===== src/hdl/pwc_pkg.sv =====
// Shared types and constants of the processor bus wait controller
package pwc_pkg;

	// Wait counter figures: load values, idle and terminal counts
	localparam logic [3:0] PWC_LOAD_IO = 4'h5;
	localparam logic [3:0] PWC_LOAD_ROM = 4'h1;
	localparam logic [3:0] PWC_LOAD_RECOVER = 4'ha;
	localparam logic [3:0] PWC_TIMER_IDLE = 4'h0;
	localparam logic [3:0] PWC_TIMER_DONE = 4'hf;

	// Processor status lines of the current bus cycle
	typedef struct packed {
		logic mem_or_io;
		logic write_not_read;
		logic data_not_control;
		logic top_addr_bit;
	} pwc_status_type;

	// Decoder strobes, all active low, held in the decoder flops
	typedef struct packed {
		logic io_read_n;
		logic io_write_n;
		logic rom_read_n;
		logic int_ack_n;
		logic ready_hold_n;
		logic recovery_n;
	} pwc_strobe_type;

	// Strobe pattern of each decoder state; bit order as in the struct
	localparam pwc_strobe_type PWC_OUT_IDLE = 6'h3f;
	localparam pwc_strobe_type PWC_OUT_IORD_WAIT = 6'h1f;
	localparam pwc_strobe_type PWC_OUT_IORD_FIN = 6'h1d;
	localparam pwc_strobe_type PWC_OUT_IOWR_WAIT = 6'h2f;
	localparam pwc_strobe_type PWC_OUT_IOWR_FIN = 6'h2d;
	localparam pwc_strobe_type PWC_OUT_ROM_WAIT = 6'h37;
	localparam pwc_strobe_type PWC_OUT_ROM_FIN = 6'h35;
	localparam pwc_strobe_type PWC_OUT_INTA_WAIT = 6'h3b;
	localparam pwc_strobe_type PWC_OUT_INTA_FIN = 6'h39;
	localparam pwc_strobe_type PWC_OUT_RECOVER = 6'h3e;

	typedef enum logic [1:0] {TRK_WAIT, TRK_ACTIVE, TRK_PIPE} pwc_trk_type;
	typedef enum logic {XCVR_WAIT, XCVR_ENABLE} pwc_xcvr_type;
	typedef enum logic [3:0] {
		DEC_IDLE, DEC_IORD_WAIT, DEC_IORD_FIN, DEC_IOWR_WAIT, DEC_IOWR_FIN,
		rom_wait_state, rom_finish_state, DEC_INTA_WAIT, DEC_INTA_FIN,
		DEC_RECOVER
	} pwc_dec_type;

	// Whole state of the controller
	typedef struct packed {
		logic phase;
		pwc_trk_type trk;
		pwc_xcvr_type xcvr;
		pwc_dec_type dec;
		pwc_strobe_type strobes;
		logic [3:0] timer;
	} pwc_state_type;

	localparam pwc_state_type PWC_STATE_RESET = '{
		phase: 1'b0, trk: TRK_WAIT, xcvr: XCVR_WAIT, dec: DEC_IDLE,
		strobes: PWC_OUT_IDLE, timer: PWC_TIMER_IDLE};

endpackage


===== src/hdl/pwc_bus_ctrl.sv =====
// Processor bus wait controller: tracker, transceiver gate, decoder, timer
`timescale 1ns/1ns

module pwc_bus_ctrl
	import pwc_pkg::*;
#(
	parameter logic [3:0] LOAD_IO = PWC_LOAD_IO,
	parameter logic [3:0] LOAD_ROM = PWC_LOAD_ROM,
	parameter logic [3:0] LOAD_RECOVER = PWC_LOAD_RECOVER
) (
	input wire logic core_clk_in,
	input wire logic rst_n_in,
	input wire logic addr_strobe_n_in,
	input wire logic ready_n_in,
	input wire logic next_addr_n_in,
	input wire pwc_status_type status_in,
	output logic bus_phase_clk_out,
	output logic cycle_live_n_out,
	output logic pipelined_n_out,
	output logic xcvr_enable_n_out,
	output pwc_strobe_type strobes_out,
	output logic wait_done_out
);

	// A zero load would be read as idle and a load of fifteen never counts
	if (LOAD_IO == PWC_TIMER_IDLE || LOAD_IO == PWC_TIMER_DONE ||
		LOAD_ROM == PWC_TIMER_IDLE || LOAD_ROM == PWC_TIMER_DONE ||
		LOAD_RECOVER == PWC_TIMER_IDLE ||
		LOAD_RECOVER == PWC_TIMER_DONE) begin : g_load_check
		$error("pwc_bus_ctrl: wait loads must lie between 1 and 14");
	end

	pwc_state_type st;
	pwc_state_type next_st;
	logic wait_done;
	logic any_io_n;
	logic all_idle;

	// Strobe pattern that each decoder state puts on its flops
	function automatic pwc_strobe_type strobe_of(input pwc_dec_type d);
		pwc_strobe_type s;
		s = PWC_OUT_IDLE;
		unique case (d)
		DEC_IDLE: s = PWC_OUT_IDLE;
		DEC_IORD_WAIT: s = PWC_OUT_IORD_WAIT;
		DEC_IORD_FIN: s = PWC_OUT_IORD_FIN;
		DEC_IOWR_WAIT: s = PWC_OUT_IOWR_WAIT;
		DEC_IOWR_FIN: s = PWC_OUT_IOWR_FIN;
		rom_wait_state: s = PWC_OUT_ROM_WAIT;
		rom_finish_state: s = PWC_OUT_ROM_FIN;
		DEC_INTA_WAIT: s = PWC_OUT_INTA_WAIT;
		DEC_INTA_FIN: s = PWC_OUT_INTA_FIN;
		DEC_RECOVER: s = PWC_OUT_RECOVER;
		default: s = PWC_OUT_IDLE;
		endcase
		return s;
	endfunction

	// Counter terminal count and strobe summaries feeding the next state
	assign wait_done = (st.timer == PWC_TIMER_DONE);
	assign any_io_n = st.strobes.io_read_n & st.strobes.io_write_n &
		st.strobes.int_ack_n;
	assign all_idle = any_io_n & st.strobes.rom_read_n;

	// All next-state logic; reset is synchronous and overrides everything
	always_comb begin
		next_st = st;
		// Toggle keeps the phase locked to the processor clock
		next_st.phase = ~st.phase;

		// Bus cycle tracker
		unique case (st.trk)
		TRK_WAIT: begin
			if (!addr_strobe_n_in && st.phase) begin
				next_st.trk = TRK_ACTIVE;
			end
		end
		TRK_ACTIVE: begin
			if (!ready_n_in && st.phase) begin
				if (addr_strobe_n_in) begin
					next_st.trk = TRK_WAIT;
				end else begin
					next_st.trk = TRK_PIPE;
				end
			end
		end
		TRK_PIPE: begin
			if (st.phase) begin
				next_st.trk = TRK_ACTIVE;
			end
		end
		default: next_st.trk = TRK_WAIT;
		endcase

		// Transceiver gate; only non-pipelined, non-recovery cycles open it
		unique case (st.xcvr)
		XCVR_WAIT: begin
			if (next_addr_n_in && !cycle_live_n_out &&
				st.strobes.recovery_n) begin
				next_st.xcvr = XCVR_ENABLE;
			end
		end
		XCVR_ENABLE: begin
			if (cycle_live_n_out && st.phase) begin
				next_st.xcvr = XCVR_WAIT;
			end
		end
		endcase

		// Cycle decoder; each move is taken on a fast clock edge
		unique case (st.dec)
		DEC_IDLE: begin
			if (next_addr_n_in && !cycle_live_n_out && st.phase) begin
				// Status bits: high memory, read, data
				if (status_in.top_addr_bit && status_in.mem_or_io &&
					status_in.data_not_control &&
					!status_in.write_not_read) begin
					next_st.dec = rom_wait_state;
				end else if (!status_in.top_addr_bit &&
					!status_in.mem_or_io && status_in.data_not_control &&
					status_in.write_not_read) begin
					next_st.dec = DEC_IOWR_WAIT;
				end else if (!status_in.top_addr_bit &&
					!status_in.mem_or_io && status_in.data_not_control &&
					!status_in.write_not_read) begin
					next_st.dec = DEC_IORD_WAIT;
				end else if (!status_in.top_addr_bit &&
					!status_in.mem_or_io && !status_in.data_not_control &&
					!status_in.write_not_read) begin
					next_st.dec = DEC_INTA_WAIT;
				end else if (status_in.mem_or_io &&
					!status_in.data_not_control &&
					status_in.write_not_read) begin
					// Memory control write (halt) skips the wait phase
					next_st.dec = DEC_IOWR_FIN;
				end else begin
					next_st.dec = DEC_RECOVER;
				end
			end
		end
		rom_wait_state: begin
			if (wait_done) begin
				next_st.dec = rom_finish_state;
			end
		end
		rom_finish_state: begin
			if (st.phase) begin
				next_st.dec = DEC_IDLE;
			end
		end
		DEC_IOWR_WAIT: begin
			if (wait_done) begin
				next_st.dec = DEC_IOWR_FIN;
			end
		end
		DEC_IOWR_FIN: begin
			// I/O writes need recovery, memory control writes do not
			if (st.phase) begin
				if (status_in.mem_or_io) begin
					next_st.dec = DEC_IDLE;
				end else begin
					next_st.dec = DEC_RECOVER;
				end
			end
		end
		DEC_IORD_WAIT: begin
			if (wait_done) begin
				next_st.dec = DEC_IORD_FIN;
			end
		end
		DEC_IORD_FIN: begin
			if (st.phase) begin
				next_st.dec = DEC_RECOVER;
			end
		end
		DEC_INTA_WAIT: begin
			if (wait_done) begin
				next_st.dec = DEC_INTA_FIN;
			end
		end
		DEC_INTA_FIN: begin
			if (st.phase) begin
				next_st.dec = DEC_RECOVER;
			end
		end
		DEC_RECOVER: begin
			if (wait_done && st.phase) begin
				next_st.dec = DEC_IDLE;
			end
		end
		default: next_st.dec = DEC_IDLE;
		endcase
		// Outputs are the state flops themselves, no glitchy decode
		next_st.strobes = strobe_of(next_st.dec);

		// Wait counter, fed by the strobes already on the pins
		if (st.timer == PWC_TIMER_IDLE) begin
			if (!any_io_n) begin
				next_st.timer = LOAD_IO;
			end else if (!st.strobes.rom_read_n) begin
				next_st.timer = LOAD_ROM;
			end else if (!st.strobes.recovery_n) begin
				next_st.timer = LOAD_RECOVER;
			end else begin
				next_st.timer = PWC_TIMER_IDLE;
			end
		end else if (st.timer == PWC_TIMER_DONE) begin
			// Hold done until the decoder has dropped every read, write, ROM and acknowledge strobe
			if (all_idle) begin
				next_st.timer = PWC_TIMER_IDLE;
			end else begin
				next_st.timer = PWC_TIMER_DONE;
			end
		end else begin
			next_st.timer = 4'(st.timer + 4'h1);
		end

		if (!rst_n_in) begin
			next_st = PWC_STATE_RESET;
		end
	end

	// Single register bank; load and count are synchronous only
	always_ff @(posedge core_clk_in) begin
		st <= next_st;
	end

	// Outputs straight from the state flops
	assign bus_phase_clk_out = st.phase;
	assign cycle_live_n_out = (st.trk != TRK_ACTIVE);
	assign pipelined_n_out = (st.trk != TRK_PIPE);
	assign xcvr_enable_n_out = (st.xcvr != XCVR_ENABLE);
	assign strobes_out = st.strobes;
	assign wait_done_out = wait_done;
endmodule


===== config.mk =====
export PLATFORM = sky130hd
export DESIGN_NAME = pwc_bus_ctrl
export DESIGN_NICKNAME = d
export VERILOG_FILES = /design/src/hdl/pwc_pkg.sv /design/src/hdl/pwc_bus_ctrl.sv
export SDC_FILE = /design/constraint.sdc
export NUM_CORES = 1
export LEC_CHECK = 0
export BUFFER_PORTS_ARGS = -buffer_cell sky130_fd_sc_hd__buf_2
export CORE_UTILIZATION = 49
export CTS_BUF_LIST = sky130_fd_sc_hd__clkbuf_16
export DETAILED_ROUTE_END_ITERATION = 16
export PLACE_DENSITY = 0.7
export SYNTH_ARGS = -nofsm -noshare
export SYNTH_HDL_FRONTEND = slang
export SYNTH_SLANG_ARGS = --single-unit

===== constraint.sdc =====
create_clock -name core_clk_in -period 2.2 [get_ports core_clk_in]
set_clock_uncertainty 0.2 [all_clocks]
set_input_delay 0.44 -clock core_clk_in [delete_from_list [all_inputs] [get_ports core_clk_in]]
set_output_delay 0.44 -clock core_clk_in [all_outputs]
set_load 0.02 [all_outputs]

==> run metrics <==
result of the run finished, violations left; violated checks setup timing; leakage 0.0006658 uW; Die Wd 50.89 um; final setup violation count 1; FP Rows 17; Synth Area in Adders 0.05342; Rel. slew slack 0.8080; Tmin final 2238 ps; Sink Count 18; Routed wire per std cell 14.32 um; multi-input logic area 764.5 um^2; area grow syn2layout 31.41%; worst vdd ir 0.4272 mV; worst min-delay path class primary input to flip-flop; vias per std cell 5.360; PortBufs 19; IO Pins 20; clk root buf clkbuf_16; Tightest Pin Transition 285.5 ps; area share of and/or/nand/nor cells after synthesis 0.2906; crit start category flip-flop; Worst Setup End Kind flip-flop; die area 0.002590 mm^2; Synth async-reset ratio 0; largest family of logic cells by synthesized area simple AND/OR/NAND/NOR gates; pins over their slew limit 0; DRC 0; Final Hold Vio Count 0; Worst Hold Slack 287.8 ps; first-pass GRT wire length 4388 um; Crit Path Class flip-flop to flip-flop; fin nets 184; period utilization 1.017; distinct cell type count after synthesis 48; initial DRC count 17; largest area contributor in the synthesized netlist dfxtp_1; RSZ-0062 raised after global routing yes; dpl cells 189; pin count of the biggest net entering global routing 14; mux contribution to synthesized area 0.01282; most common cell after layout, fill and taps aside buf_4; Max FO, Critical Path 4; Power, Total 928.7 uW; Final Wtd Congestion 0.8406; max_cap viols 0; Reg area 364.1 um^2; XOR/XNOR Fraction of Synth Area 0.01496; post-DP HPWL 1972 um; ANT nets after route 0; Chip Height 50.89 um; synth top area cells dfxtp_1 (31%), ha_1 (5.3%), buf_4 (4.5%); FMAX 446.9 MHz; arrival time worst endpoint 2220 ps; Synth Flop Type dfxtp_1; syn_nets 150; vias in the first global route 936; Yosys warnings 0; most frequent cells in the layout buf_4 (21), buf_2 (19), dfxtp_1 (15); H-tree depth 1; final core utilization 0.6891; Final WS setup -37.82 ps; Initial Util 0.5244; initial antenna violation count 0; pre-CTS WS -175.0 ps; GRT Residual Overflow 0; Clock Path Buffers 2; synthesized area 0.001171 mm^2; top-area cell type share of the netlist area 0.3077; final WL 2822 um; clock tree from TritonCTS yes; fin cells 197; Num CTS Buffers 3; GR Util All Layers 0.2327; Synth Area in Compound Gates 0.2190; layout filler cell count 184; Cell Pwr Density 603.5 mW/mm^2; Via Count 1056; #FFs+latches synth 18; share of cells above drive strength 1 0.3905; diode count 0; core box area 0.002233 mm^2; drt first pass iters 4; register area share after synthesis 0.3077; WP data required 2180 ps; Post-synth EDFFs 0; clock latency on the worst-skew pair 250 ps; clk slew on worst S/H paths 50 ps; Avg Synthesized Cell Area 8.611 um^2; Post-Syn Instances 136
==> cell families (layout without fill, tap and decap cells) <==
logic type,count (synthesis),count (layout)
AND/OR/NAND/NOR,53,53
XOR/XNOR,2,2
flip-flops,18,18
buffers and inverters,22,55
multiplexers,1,1
adder cells (fa/ha/maj),5,5
AO/OA/AOI/OAI,35,35
==> stage by stage <==
step	instance area [um^2]	setup TNS (ps)
after detailed placement	1373	-835.9
after CTS	1479	-6.859
final	1539	-37.82
after floorplan	1196	-224.3
after global placement	1373	-664.0
after global routing	1539	-253.1
==> state kept, by name, indices dropped and copies added (netlist names) <==
| signal | count |
|---|---|
| st | 11 |
| strobes_out | 6 |
| bus_phase_clk_out | 1 |
==> layer usage <==
metal	wire length, um	track usage
met4	47	0.1157
met2	1401	0.4089
met1	1330	0.2786
met3	43	0.02679
met5	0	0
==> power breakdown <==
part	internal [uW]	total, uW	switching, uW	leakage [uW]
clock	242	370	128	0.0000385
combinational	95.6	203	108	0.000480
sequential	344	356	11.4	0.000147
total	682	929	247	0.000666
==> synth_stat cells, types with 2 or more instances <==
| library cell | count |
|---|---|
| nor2_1 | 8 |
| o211ai_1 | 3 |
| inv_1 | 11 |
| nor2b_1 | 6 |
| and2_1 | 4 |
| and3_1 | 2 |
| or4bb_1 | 2 |
| nand2b_1 | 6 |
| o21a_1 | 4 |
| dfxtp_1 | 18 |
| or2_2 | 2 |
| o21ai_0 | 9 |
| nand2_1 | 8 |
| buf_2 | 2 |
| nor3b_1 | 4 |
| a21oi_1 | 5 |
| buf_4 | 7 |
| ha_1 | 5 |
==> worst max-delay path, cell delays in order (launching register included) <==
cell	delay, ps
dfxtp_2	330
nor4b_4	330
nand4b_4	170
or4_4	440
o21a_4	160
ha_4	160
mux2_4	250
o211ai_2	120
==> timing repair <==
item,in CTS,in global routing
endpoints found under the hold margin,0,0
setup endpoints to repair,5,5
pin swaps,4,5
setup buffers,2,2
hold buffers,0,0
cloned,0,0
resized for setup,3,14
==> worst paths after layout <==
kind	startpoint	endpoint	slack (ps)	cells past startpoint
setup reg to reg	st[12]	strobes_out[1]	-40	7
hold reg to reg	st[14]	st[14]	290	2
setup / recovery	st[12]	strobes_out[1]	-40	7
hold / removal	rst_n_in	strobes_out[1]	290	2
==> cell type report <==
type / count / area share
Tap cell: 28 / 0.02276
Inverter: 11 / 0.02846
Clock inverter: 1 / 0.002439
Sequential cell: 18 / 0.2366
Multi-Input combinational cell: 96 / 0.4967
Clock buffer: 3 / 0.04878
Timing Repair Buffer: 40 / 0.1642
Power figures use the tool's default switching activity.
